File: src/verilog/pirc_pkg.sv
// constants shared by the interrupt and reset-cause block
package pirc_pkg;
    localparam int unsigned DATA_W = 8;
    localparam int unsigned GPIO_N = 15;
    localparam int unsigned ADC_N = 5;
    // register offsets
    localparam logic [7:0] OFS_L1_STATUS = 8'h02;
    localparam logic [7:0] OFS_ADC_STATUS = 8'h03;
    localparam logic [7:0] OFS_REG_STATUS = 8'h04;
    localparam logic [7:0] OFS_THERMAL_GROUP_STATUS = 8'h05;
    localparam logic [7:0] OFS_BTN_STATUS = 8'h06;
    localparam logic [7:0] OFS_GPIO_HI_STATUS = 8'h0B;
    localparam logic [7:0] OFS_GPIO_LO_STATUS = 8'h0C;
    localparam logic [7:0] OFS_L1_MASK = 8'h0E;
    localparam logic [7:0] OFS_ADC_MASK = 8'h10;
    localparam logic [7:0] OFS_REG_MASK = 8'h11;
    localparam logic [7:0] OFS_THERMAL_GROUP_MASK = 8'h12;
    localparam logic [7:0] OFS_BTN_MASK = 8'h13;
    localparam logic [7:0] OFS_GPIO_HI_MASK = 8'h19;
    localparam logic [7:0] OFS_GPIO_LO_MASK = 8'h1A;
    localparam logic [7:0] OFS_CAUSE_A = 8'h20;
    localparam logic [7:0] OFS_CAUSE_B = 8'h21;
    localparam logic [7:0] OFS_WAKE = 8'h22;
    localparam logic [7:0] OFS_EDGE_SEL0 = 8'h30;
    localparam logic [7:0] OFS_PIN_LEVEL_HI = 8'h34;
    localparam logic [7:0] OFS_PIN_LEVEL_LO = 8'h35;
    // first-level bit positions
    localparam int unsigned L1_REGULATOR_BIT = 6;
    localparam int unsigned L1_PIN_BIT = 5;
    localparam int unsigned L1_CONVERTER_BIT = 3;
    localparam int unsigned L1_THERMAL_BIT = 1;
    localparam logic [7:0] L1_VALID = 8'h6A;
    // reset values, valid-bit masks and charger field positions
    localparam logic [7:0] L1_MASK_RESET = 8'h6A;
    localparam logic [ADC_N-1:0] ADC_MASK_RESET = 5'h1F;
    localparam logic [GPIO_N-1:0] GPIO_MASK_RESET = 15'h7FFF;
    localparam logic [7:0] CAUSE_A_VALID = 8'hF7;
    localparam logic [7:0] CAUSE_B_EVENT_VALID = 8'hF0;
    localparam logic [7:0] WAKE_VALID = 8'h01;
    localparam int unsigned CHG_RES_LSB = 2;
    localparam int unsigned CHG_VOLT_LSB = 0;
    // edge select codes
    localparam logic [1:0] EDGE_NONE = 2'h0;
    localparam logic [1:0] EDGE_RISE = 2'h1;
    localparam logic [1:0] EDGE_FALL = 2'h2;
    localparam logic [1:0] EDGE_BOTH = 2'h3;
    // timing
    localparam int unsigned CLK_PERIOD_NS = 100;
    localparam int unsigned IRQ_LATENCY_NS = 1000000;
    localparam int unsigned IRQ_LATENCY_CYCLES = IRQ_LATENCY_NS / CLK_PERIOD_NS;
    localparam int unsigned IRQ_PATH_CYCLES = 3;
endpackage

File: src/verilog/pirc_status_bank.sv
// sticky write-one-to-clear status bits with per-bit masks
module pirc_status_bank
    import pirc_pkg::*;
#(
    parameter int unsigned WIDTH = 1
) (
    input wire logic core_clk_in,
    input wire logic srst_in,
    input wire logic clear_all_in,
    input wire logic [WIDTH-1:0] event_in,
    input wire logic [WIDTH-1:0] mask_in,
    input wire logic [WIDTH-1:0] w1c_in,
    output logic [WIDTH-1:0] status_out
);
    initial begin
        if (WIDTH < 1 || WIDTH > DATA_W * 2) begin
            $error("status bank width out of range");
        end
    end

    logic [WIDTH-1:0] status_q;

    // set wins over both the host clear and the cold-off clear
    always_ff @(posedge core_clk_in) begin
        if (srst_in) begin
            status_q <= '0;
        end else begin
            status_q <= (status_q & ~w1c_in & ~{WIDTH{clear_all_in}})
                        | (event_in & ~mask_in);
        end
    end

    assign status_out = status_q;
endmodule

File: src/verilog/pirc_edge_detect.sv
// per-pin programmable edge detection with level readback
module pirc_edge_detect
    import pirc_pkg::*;
#(
    parameter int unsigned PINS = GPIO_N
) (
    input wire logic core_clk_in,
    input wire logic srst_in,
    input wire logic [PINS-1:0] pin_in,
    input wire logic [2*PINS-1:0] edge_sel_in,
    output logic [PINS-1:0] event_out,
    output logic [PINS-1:0] level_out
);
    initial begin
        if (PINS < 1 || PINS > DATA_W * 2) begin
            $error("pin count out of range");
        end
    end

    logic [PINS-1:0] prev_q;
    logic primed_q;

    always_ff @(posedge core_clk_in) begin
        if (srst_in) begin
            prev_q <= '0;
            primed_q <= 1'b0;
        end else begin
            prev_q <= pin_in;
            primed_q <= 1'b1;
        end
    end

    always_comb begin
        for (int i = 0; i < PINS; i++) begin
            unique case (edge_sel_in[2*i +: 2])
                EDGE_RISE: event_out[i] = primed_q & pin_in[i] & ~prev_q[i];
                EDGE_FALL: event_out[i] = primed_q & ~pin_in[i] & prev_q[i];
                EDGE_BOTH: event_out[i] = primed_q & (pin_in[i] ^ prev_q[i]);
                EDGE_NONE: event_out[i] = 1'b0;
            endcase
        end
    end

    assign level_out = prev_q;
endmodule

File: src/verilog/pirc_top.sv
// two-level interrupt tree, reset-cause and wake-cause registers
// How it works
// - cause registers reset only by backup domain
// - write one clears a cause bit
// - new cause wipes stale bits in both
// - cause_a bits 7..5 record converter overtemp
// - cause_a bits 4,2,1,0 software, button, die, trip
// - cause_b bits 7..4 supply, overvoltage, normal off
// - cause_b bits 3:2 charger resistor select
// - cause_b bits 1:0 charger voltage select
// - wake bit0 button, cleared, stale wiped
// - irq high while unmasked first-level bit set
// - irq asserts well within one millisecond
// - irq drops once unmasked bits cleared
// - first-level mask blocks status and irq
// - first-level status clears only implicitly
// - first-level bits 6,5,3,1 groups
// - first-level mask same bits, reset 0x6A
// - masked second-level bits never set
// - second-level and button bits write-one-clear
// - regulator fault cleared on cold off
// - second-level sources routed to groups
// - pin edge select, level readable
module pirc_top
    import pirc_pkg::*;
#(
    parameter int unsigned IRQ_LATENCY_LIMIT = IRQ_LATENCY_CYCLES
) (
    input wire logic core_clk_in,
    input wire logic srst_in,
    input wire logic backup_srst_in,
    input wire logic [7:0] reg_addr_in,
    input wire logic [7:0] reg_wdata_in,
    input wire logic reg_wr_in,
    input wire logic reg_rd_in,
    output logic [7:0] reg_rdata_out,
    input wire logic [ADC_N-1:0] converter_event_in,
    input wire logic regulator_fault_event_in,
    input wire logic die_temp_alert_in,
    input wire logic button_event_in,
    input wire logic [GPIO_N-1:0] gpio_pin_in,
    input wire logic cold_off_in,
    input wire logic [7:0] cause_a_event_in,
    input wire logic [3:0] cause_b_event_in,
    input wire logic wake_by_button_in,
    output logic irq_out,
    output logic [1:0] coin_charger_resistor_sel_out,
    output logic [1:0] coin_charger_voltage_sel_out
);
    initial begin
        if (IRQ_LATENCY_LIMIT < IRQ_PATH_CYCLES) begin
            $error("irq path slower than allowed latency");
        end
    end

    function automatic logic [7:0] w1c_for(input logic [7:0] ofs, input logic wr,
                                            input logic [7:0] addr, input logic [7:0] data);
        w1c_for = (wr && addr == ofs) ? data : 8'h00;
    endfunction

    function automatic logic hit(input logic [7:0] ofs, input logic wr,
                                 input logic [7:0] addr);
        hit = wr && addr == ofs;
    endfunction

    logic [7:0] l1_mask_q;
    logic [7:0] l1_status_q;
    logic [ADC_N-1:0] adc_mask_q;
    logic reg_mask_q;
    logic thermal_group_mask_q;
    logic btn_mask_q;
    logic [GPIO_N-1:0] gpio_mask_q;
    logic [2*GPIO_N-1:0] edge_sel_q;
    logic [7:0] cause_a_q;
    logic [7:0] cause_b_q;
    logic [7:0] wake_q;
    logic irq_q;
    logic [7:0] rdata_q;

    logic [ADC_N-1:0] adc_status;
    logic reg_status;
    logic thermal_group_status;
    logic btn_status;
    logic [GPIO_N-1:0] gpio_status;
    logic [GPIO_N-1:0] gpio_event;
    logic [GPIO_N-1:0] gpio_level;
    logic [7:0] gpio_w1c_hi;
    logic [7:0] gpio_w1c_lo;
    logic [7:0] adc_w1c;
    logic [7:0] reg_w1c;
    logic [7:0] thermal_group_w1c;
    logic [7:0] btn_w1c;
    logic [7:0] l1_d;
    logic new_cause;

    assign adc_w1c = w1c_for(OFS_ADC_STATUS, reg_wr_in, reg_addr_in, reg_wdata_in);
    assign reg_w1c = w1c_for(OFS_REG_STATUS, reg_wr_in, reg_addr_in, reg_wdata_in);
    assign thermal_group_w1c = w1c_for(OFS_THERMAL_GROUP_STATUS, reg_wr_in, reg_addr_in, reg_wdata_in);
    assign btn_w1c = w1c_for(OFS_BTN_STATUS, reg_wr_in, reg_addr_in, reg_wdata_in);
    assign gpio_w1c_hi = w1c_for(OFS_GPIO_HI_STATUS, reg_wr_in, reg_addr_in, reg_wdata_in);
    assign gpio_w1c_lo = w1c_for(OFS_GPIO_LO_STATUS, reg_wr_in, reg_addr_in, reg_wdata_in);

    // converter group: supply range, three voltage alerts, conversion done
    pirc_status_bank #(
        .WIDTH(ADC_N)
    ) u_adc_bank (
        .core_clk_in(core_clk_in),
        .srst_in(srst_in),
        .clear_all_in(1'b0),
        .event_in(converter_event_in),
        .mask_in(adc_mask_q),
        .w1c_in(adc_w1c[ADC_N-1:0]),
        .status_out(adc_status)
    );

    pirc_status_bank #(
        .WIDTH(1)
    ) u_reg_bank (
        .core_clk_in(core_clk_in),
        .srst_in(srst_in),
        .clear_all_in(cold_off_in),
        .event_in(regulator_fault_event_in),
        .mask_in(reg_mask_q),
        .w1c_in(reg_w1c[0]),
        .status_out(reg_status)
    );

    pirc_status_bank #(
        .WIDTH(1)
    ) u_thermal_group_bank (
        .core_clk_in(core_clk_in),
        .srst_in(srst_in),
        .clear_all_in(1'b0),
        .event_in(die_temp_alert_in),
        .mask_in(thermal_group_mask_q),
        .w1c_in(thermal_group_w1c[0]),
        .status_out(thermal_group_status)
    );

    pirc_status_bank #(
        .WIDTH(1)
    ) u_btn_bank (
        .core_clk_in(core_clk_in),
        .srst_in(srst_in),
        .clear_all_in(1'b0),
        .event_in(button_event_in),
        .mask_in(btn_mask_q),
        .w1c_in(btn_w1c[0]),
        .status_out(btn_status)
    );

    pirc_edge_detect #(
        .PINS(GPIO_N)
    ) u_edges (
        .core_clk_in(core_clk_in),
        .srst_in(srst_in),
        .pin_in(gpio_pin_in),
        .edge_sel_in(edge_sel_q),
        .event_out(gpio_event),
        .level_out(gpio_level)
    );

    pirc_status_bank #(
        .WIDTH(GPIO_N)
    ) u_gpio_bank (
        .core_clk_in(core_clk_in),
        .srst_in(srst_in),
        .clear_all_in(1'b0),
        .event_in(gpio_event),
        .mask_in(gpio_mask_q),
        .w1c_in({gpio_w1c_hi[6:0], gpio_w1c_lo}),
        .status_out(gpio_status)
    );

    // mask registers
    always_ff @(posedge core_clk_in) begin
        if (srst_in) begin
            l1_mask_q <= L1_MASK_RESET;
            adc_mask_q <= ADC_MASK_RESET;
            reg_mask_q <= 1'b1;
            thermal_group_mask_q <= 1'b1;
            btn_mask_q <= 1'b1;
            gpio_mask_q <= GPIO_MASK_RESET;
        end else begin
            if (hit(OFS_L1_MASK, reg_wr_in, reg_addr_in)) begin
                l1_mask_q <= reg_wdata_in & L1_VALID;
            end
            if (hit(OFS_ADC_MASK, reg_wr_in, reg_addr_in)) begin
                adc_mask_q <= reg_wdata_in[ADC_N-1:0];
            end
            if (hit(OFS_REG_MASK, reg_wr_in, reg_addr_in)) begin
                reg_mask_q <= reg_wdata_in[0];
            end
            if (hit(OFS_THERMAL_GROUP_MASK, reg_wr_in, reg_addr_in)) begin
                thermal_group_mask_q <= reg_wdata_in[0];
            end
            if (hit(OFS_BTN_MASK, reg_wr_in, reg_addr_in)) begin
                btn_mask_q <= reg_wdata_in[0];
            end
            if (hit(OFS_GPIO_HI_MASK, reg_wr_in, reg_addr_in)) begin
                gpio_mask_q[14:8] <= reg_wdata_in[6:0];
            end
            if (hit(OFS_GPIO_LO_MASK, reg_wr_in, reg_addr_in)) begin
                gpio_mask_q[7:0] <= reg_wdata_in;
            end
        end
    end

    // edge select: four pins per register
    always_ff @(posedge core_clk_in) begin
        if (srst_in) begin
            edge_sel_q <= '0;
        end else begin
            for (int k = 0; k < 4; k++) begin
                if (hit(OFS_EDGE_SEL0 + 8'(k), reg_wr_in, reg_addr_in)) begin
                    for (int j = 0; j < 4; j++) begin
                        if (4 * k + j < GPIO_N) begin
                            edge_sel_q[2*(4*k+j) +: 2] <= reg_wdata_in[2*j +: 2];
                        end
                    end
                end
            end
        end
    end

    // first-level status is derived from unmasked second-level bits only
    always_comb begin
        l1_d = 8'h00;
        l1_d[L1_REGULATOR_BIT] = reg_status & ~reg_mask_q;
        l1_d[L1_PIN_BIT] = |(gpio_status & ~gpio_mask_q);
        l1_d[L1_CONVERTER_BIT] = |(adc_status & ~adc_mask_q);
        l1_d[L1_THERMAL_BIT] = thermal_group_status & ~thermal_group_mask_q;
        l1_d = l1_d & ~l1_mask_q & L1_VALID;
    end

    always_ff @(posedge core_clk_in) begin
        if (srst_in) begin
            l1_status_q <= 8'h00;
        end else begin
            l1_status_q <= l1_d;
        end
    end

    // irq follows unmasked first-level bits and the button bit
    always_ff @(posedge core_clk_in) begin
        if (srst_in) begin
            irq_q <= 1'b0;
        end else begin
            irq_q <= |(l1_status_q & ~l1_mask_q) | (btn_status & ~btn_mask_q);
        end
    end

    // cause registers live in the backup domain
    assign new_cause = |(cause_a_event_in & CAUSE_A_VALID) | (|cause_b_event_in);

    always_ff @(posedge core_clk_in) begin
        if (backup_srst_in) begin
            cause_a_q <= 8'h00;
            cause_b_q <= 8'h00;
        end else begin
            if (new_cause) begin
                cause_a_q <= cause_a_event_in & CAUSE_A_VALID;
                cause_b_q[7:4] <= cause_b_event_in;
            end else begin
                cause_a_q <= cause_a_q
                    & ~w1c_for(OFS_CAUSE_A, reg_wr_in, reg_addr_in, reg_wdata_in);
                cause_b_q[7:4] <= cause_b_q[7:4]
                    & ~reg_wdata_in[7:4] | {4{~hit(OFS_CAUSE_B, reg_wr_in, reg_addr_in)}}
                    & cause_b_q[7:4];
            end
            if (hit(OFS_CAUSE_B, reg_wr_in, reg_addr_in)) begin
                cause_b_q[3:0] <= reg_wdata_in[3:0];
            end
        end
    end

    always_ff @(posedge core_clk_in) begin
        if (backup_srst_in) begin
            wake_q <= 8'h00;
        end else if (wake_by_button_in) begin
            wake_q <= WAKE_VALID;
        end else begin
            wake_q <= wake_q & WAKE_VALID
                & ~w1c_for(OFS_WAKE, reg_wr_in, reg_addr_in, reg_wdata_in);
        end
    end

    always_ff @(posedge core_clk_in) begin
        if (backup_srst_in) begin
            coin_charger_resistor_sel_out <= 2'h0;
            coin_charger_voltage_sel_out <= 2'h0;
        end else if (hit(OFS_CAUSE_B, reg_wr_in, reg_addr_in)) begin
            coin_charger_resistor_sel_out <= reg_wdata_in[CHG_RES_LSB +: 2];
            coin_charger_voltage_sel_out <= reg_wdata_in[CHG_VOLT_LSB +: 2];
        end
    end

    // read port, data valid the cycle after the read strobe
    always_ff @(posedge core_clk_in) begin
        if (srst_in) begin
            rdata_q <= 8'h00;
        end else if (reg_rd_in) begin
            unique case (reg_addr_in)
                OFS_L1_STATUS: rdata_q <= l1_status_q;
                OFS_L1_MASK: rdata_q <= l1_mask_q;
                OFS_ADC_STATUS: rdata_q <= {3'h0, adc_status};
                OFS_ADC_MASK: rdata_q <= {3'h0, adc_mask_q};
                OFS_REG_STATUS: rdata_q <= {7'h00, reg_status};
                OFS_REG_MASK: rdata_q <= {7'h00, reg_mask_q};
                OFS_THERMAL_GROUP_STATUS: rdata_q <= {7'h00, thermal_group_status};
                OFS_THERMAL_GROUP_MASK: rdata_q <= {7'h00, thermal_group_mask_q};
                OFS_BTN_STATUS: rdata_q <= {7'h00, btn_status};
                OFS_BTN_MASK: rdata_q <= {7'h00, btn_mask_q};
                OFS_GPIO_HI_STATUS: rdata_q <= {1'b0, gpio_status[14:8]};
                OFS_GPIO_LO_STATUS: rdata_q <= gpio_status[7:0];
                OFS_GPIO_HI_MASK: rdata_q <= {1'b0, gpio_mask_q[14:8]};
                OFS_GPIO_LO_MASK: rdata_q <= gpio_mask_q[7:0];
                OFS_CAUSE_A: rdata_q <= cause_a_q;
                OFS_CAUSE_B: rdata_q <= cause_b_q;
                OFS_WAKE: rdata_q <= wake_q;
                OFS_EDGE_SEL0: rdata_q <= edge_sel_q[7:0];
                OFS_EDGE_SEL0 + 8'h01: rdata_q <= edge_sel_q[15:8];
                OFS_EDGE_SEL0 + 8'h02: rdata_q <= edge_sel_q[23:16];
                OFS_EDGE_SEL0 + 8'h03: rdata_q <= {2'h0, edge_sel_q[29:24]};
                OFS_PIN_LEVEL_HI: rdata_q <= {1'b0, gpio_level[14:8]};
                OFS_PIN_LEVEL_LO: rdata_q <= gpio_level[7:0];
                default: rdata_q <= 8'h00;
            endcase
        end
    end

    assign reg_rdata_out = rdata_q;
    assign irq_out = irq_q;
endmodule

File: config.mk
export PLATFORM = sky130hd
export DESIGN_NAME = pirc_top
export DESIGN_NICKNAME = d
export VERILOG_FILES = /design/src/verilog/pirc_pkg.sv /design/src/verilog/pirc_status_bank.sv /design/src/verilog/pirc_edge_detect.sv /design/src/verilog/pirc_top.sv
export SDC_FILE = /design/constraint.sdc
export NUM_CORES = 1
export LEC_CHECK = 0
export ABC_AREA = 1
export BUFFER_PORTS_ARGS = -buffer_cell sky130_fd_sc_hd__clkbuf_2
export CAP_MARGIN = 40
export CORE_ASPECT_RATIO = 0.7
export CORE_UTILIZATION = 50
export DETAILED_ROUTE_END_ITERATION = 6
export PLACE_DENSITY = 0.74
export SYNTH_ARGS = -nofsm -noshare
export SYNTH_HDL_FRONTEND = slang
export SYNTH_HIERARCHICAL = 1
export SYNTH_SLANG_ARGS = --single-unit
File: constraint.sdc
create_clock -name core_clk_in -period 1.75 [get_ports core_clk_in]
set_clock_uncertainty 0.15 [all_clocks]
set_input_delay 0.35 -clock core_clk_in [delete_from_list [all_inputs] [get_ports core_clk_in]]
set_output_delay 0.35 -clock core_clk_in [all_outputs]
set_load 0.05 [all_outputs]
==> results.sh <==
export IMPL_grt_pass1_vias=6529
export IMPL_antenna_found_initial=0
export IMPL_worst_setup_path_start_kind="register"
export IMPL_post_cts_buffers=0
export IMPL_met2_usage=0.4896
export IMPL_timing_rr_end="l1_status_q[5]$_SDFF_PP0_"
export IMPL_drive_gt1_frac=0.2078
export IMPL_rows=34
export IMPL_gp_congestion=1.029
export IMPL_rsz0062_at_grt="true"
export IMPL_finalPower_mw=6.889
export IMPL_dp_hpwl_mm=17.08
export IMPL_die_h_um=97.24
export IMPL_synth_top_area_share=0.3893
export IMPL_fp_coreArea_mm2=0.01251
export IMPL_wirelength_mm=22.91
export IMPL_met1_usage=0.5032
export IMPL_syn_inst=994
export IMPL_yosysMostFrequentCell="nand2_1"
export IMPL_io_buffers=69
export IMPL_crit_type="register to register"
export IMPL_vias=7293
export IMPL_p_comb_frac=0.076
export IMPL_wl_per_cell_um=17.39
export IMPL_yosysSeqAreaShare=0.3893
export IMPL_hold_path_end="wake_q[0]$_SDFF_PP0_"
export IMPL_grt_busiest_layer="met1"
export IMPL_powerDensity_mw_per_mm2=845.2
export IMPL_worst_slew_pin_slew_ps=568.3
export IMPL_finalHoldViolCount=0
export IMPL_max_slew_margin=0.6176
export IMPL_worst_r2r_setup_slack_ps=80
export IMPL_numCtsBuffers=17
export IMPL_yosys_warnings=6
export IMPL_drt_iter0_drc=1042
export IMPL_overflow=0
export IMPL_nets=1200
export IMPL_clk_pin_slew_ps=60
export IMPL_peakVddDrop_mv=0.7559
export IMPL_required_ps=1860
export IMPL_fin_tns_setup_ps=0
export IMPL_cp_max_fo=3
export IMPL_setup_violations=0
export IMPL_vias_per_cell=5.538
export IMPL_cts_root_buffer="clkbuf_16"
export IMPL_die_w_um=138.1
export IMPL_ys_types=33
export IMPL_die_area_mm2=0.01342
export IMPL_hp_class="input port to register"
export IMPL_first_pass_iters=6
export IMPL_ys_top_cells_by_count="279 x nand2_1, 130 x inv_1, 126 x dfxtp_1, 107 x nor2_1, 89 x a21oi_1"
export IMPL_cts_sinks=126
export IMPL_finalMaxSlewViolations=0
export IMPL_drc=0
export IMPL_syn_area_mm2=0.006479
export IMPL_cp_end_kind="register"
export IMPL_r2r_worst_path_cells=5
export IMPL_power_internal_mw=5.188
export IMPL_p_seq_frac=0.426
export IMPL_regArea_mm2=0.002522
export IMPL_async_reset_ff_frac=0
export IMPL_grt_usage=0.3467
export IMPL_switching_share=0.2470
export IMPL_status="finished clean"
export IMPL_start_util=0.5180
export IMPL_num_io_pins=71
export IMPL_cts_tree="done"
export IMPL_hold_worst_slack_ps=4.700
export IMPL_multiInputGateArea_mm2=0.003304
export IMPL_hold_path_depth=3
export IMPL_power_leakage_nw=3.914
export IMPL_clock_latency_ps=410
export IMPL_diodes=0
export IMPL_avgSynthCellArea_um2=6.518
export IMPL_pwr_share_clk=0.498
export IMPL_p_switching_mw=1.702
export IMPL_syn_to_final_growth_pct=25.82
export IMPL_fin_cells=1317
export IMPL_synth_top_area_cell="dfxtp_1"
export IMPL_fillers=1173
export IMPL_period_share=0.9523
export IMPL_met3_usage=0.08083
export IMPL_ys_ff_latch=126
export IMPL_synthFlopType="dfxtp_1"
export IMPL_synth_edf_count=0
export IMPL_antenna_left=0
export IMPL_grt_pass1_wl_mm=35.62
export IMPL_holdCritStartpoint="wake_by_button_in"
export IMPL_grt_max_degree=51
export IMPL_fmax_mhz=600.1
export IMPL_crit_arrival_ps=1770
export IMPL_place_inst=1285
export IMPL_layout_min_cycle_time_ps=1666
export IMPL_synth_area_top_cells="dfxtp_1 39%, nand2_1 16%, inv_1 7.5%"
export IMPL_cts_buffer_depth=2
export IMPL_maxCapViolCount=0
export IMPL_hold_buffers=0
export IMPL_h_tree_depth=4
export IMPL_rr_startpoint="gpio_mask_q[5]$_SDFFE_PP1P_"
power groups by stage:
| stage | clock network (mW) | logic [mW] | registers (mW) |
|---|---|---|---|
| 2_1_floorplan | 0 | 0.244 | 2.99 |
| 3_3_place_gp | 0 | 0.496 | 3.00 |
| 3_5_place_dp | 0 | 0.501 | 3.00 |
| 4_1_cts | 3.43 | 0.505 | 2.94 |
| 5_1_grt | 3.55 | 0.564 | 2.94 |
| 6_report | 3.43 | 0.521 | 2.94 |
cell type report:
type	instances	share of cell area
inverters	133	0.06124
clock buffers	23	0.05986
well taps	162	0.02487
multi-input cells	711	0.4054
flip-flops and latches	126	0.3094
clock inverters	9	0.01028
repair buffers	153	0.1289
metal layers:
| metal | up-vias | routed length, um |
|---|---|---|
| met5 | - | 0 |
| met4 | 0 | 754 |
| met3 | 63 | 2790 |
| met2 | 445 | 9163 |
| met1 | 3321 | 10200 |
| li1 | 3464 | - |
timing repair:
action	CTS	global route
gates resized for setup	0	4
endpoints found under the hold margin	0	0
endpoints found under the setup margin	0	3
cell families (layout without fill, tap and decap cells):
kind of cell | Yosys count | count (layout) | share of synthesized area
AO/OA/AOI/OAI | 180 | 180 | 0.1609
flip-flops | 126 | 126 | 0.3893
buffers and inverters | 169 | 318 | 0.1083
AND/OR/NAND/NOR | 518 | 518 | 0.3409
other | 1 | 13 | 0.0005788
state kept, by name, summed over array words and instances (netlist names), 4 cells and up:
name / flops
gpio_mask_q: 15
cause_b_q: 8
l1_mask_q: 4
edge_sel_q: 30
u_adc_bank/status_out: 5
reg_rdata_out: 8
u_edges/level_out: 15
adc_mask_q: 5
cause_a_q: 8
l1_status_q: 4
u_gpio_bank/status_out: 15
placed cells by master, fill, tap and decap left out, types with 5 or more instances in the layout:
cell type,netlist,final
nand2_1,279,279
inv_1,130,130
dfxtp_1,126,126
nor2_1,107,105
a21oi_1,89,89
buf_4,9,78
nand3_1,75,75
clkbuf_2,2,68
o21ai_0,42,40
nor2_2,27,29
o211ai_1,24,24
clkbuf_16,0,17
conb_1,1,13
a21oi_2,13,13
nor3_1,7,7
buf_12,0,6
nor4_1,5,5
how the worst max path moves through the flow:
stage / start / endpoint / slack, ps / cells past startpoint
after floorplan: reg_addr_in[7] / edge_sel_q[17]$_SDFFE_PP0P_ / 90 / 7
after global placement: reg_addr_in[3] / reg_rdata_out[2]$_SDFFE_PP0P_ / -250 / 10
after detailed placement: reg_addr_in[7] / edge_sel_q[4]$_SDFFE_PP0P_ / -300 / 10
after CTS: reg_addr_in[7] / edge_sel_q[4]$_SDFFE_PP0P_ / 110 / 10
after global routing: reg_addr_in[7] / edge_sel_q[4]$_SDFFE_PP0P_ / -20 / 10
final: gpio_mask_q[5]$_SDFFE_PP1P_ / l1_status_q[5]$_SDFF_PP0_ / 80 / 5
critical path, cell delays in order, from the launching register on:
cell,delay [ps]
dfxtp_1,390
inv_1,70
nand2_1,50
o21ai_0,130
nor4_1,570
a31oi_1,160
stage by stage:
stage | cell area [um^2] | utilization | setup slack (ps)
final | 8152 | 0.6518 | 83.56
after global routing | 8152 | 0.6518 | -15.71
after CTS | 8147 | 0.6514 | 114.6
after detailed placement | 7575 | 0.6056 | -295.8
after global placement | 7575 | 0.6056 | -246.5
after floorplan | 6524 | - | 90.29
Power figures use the tool's default switching activity.
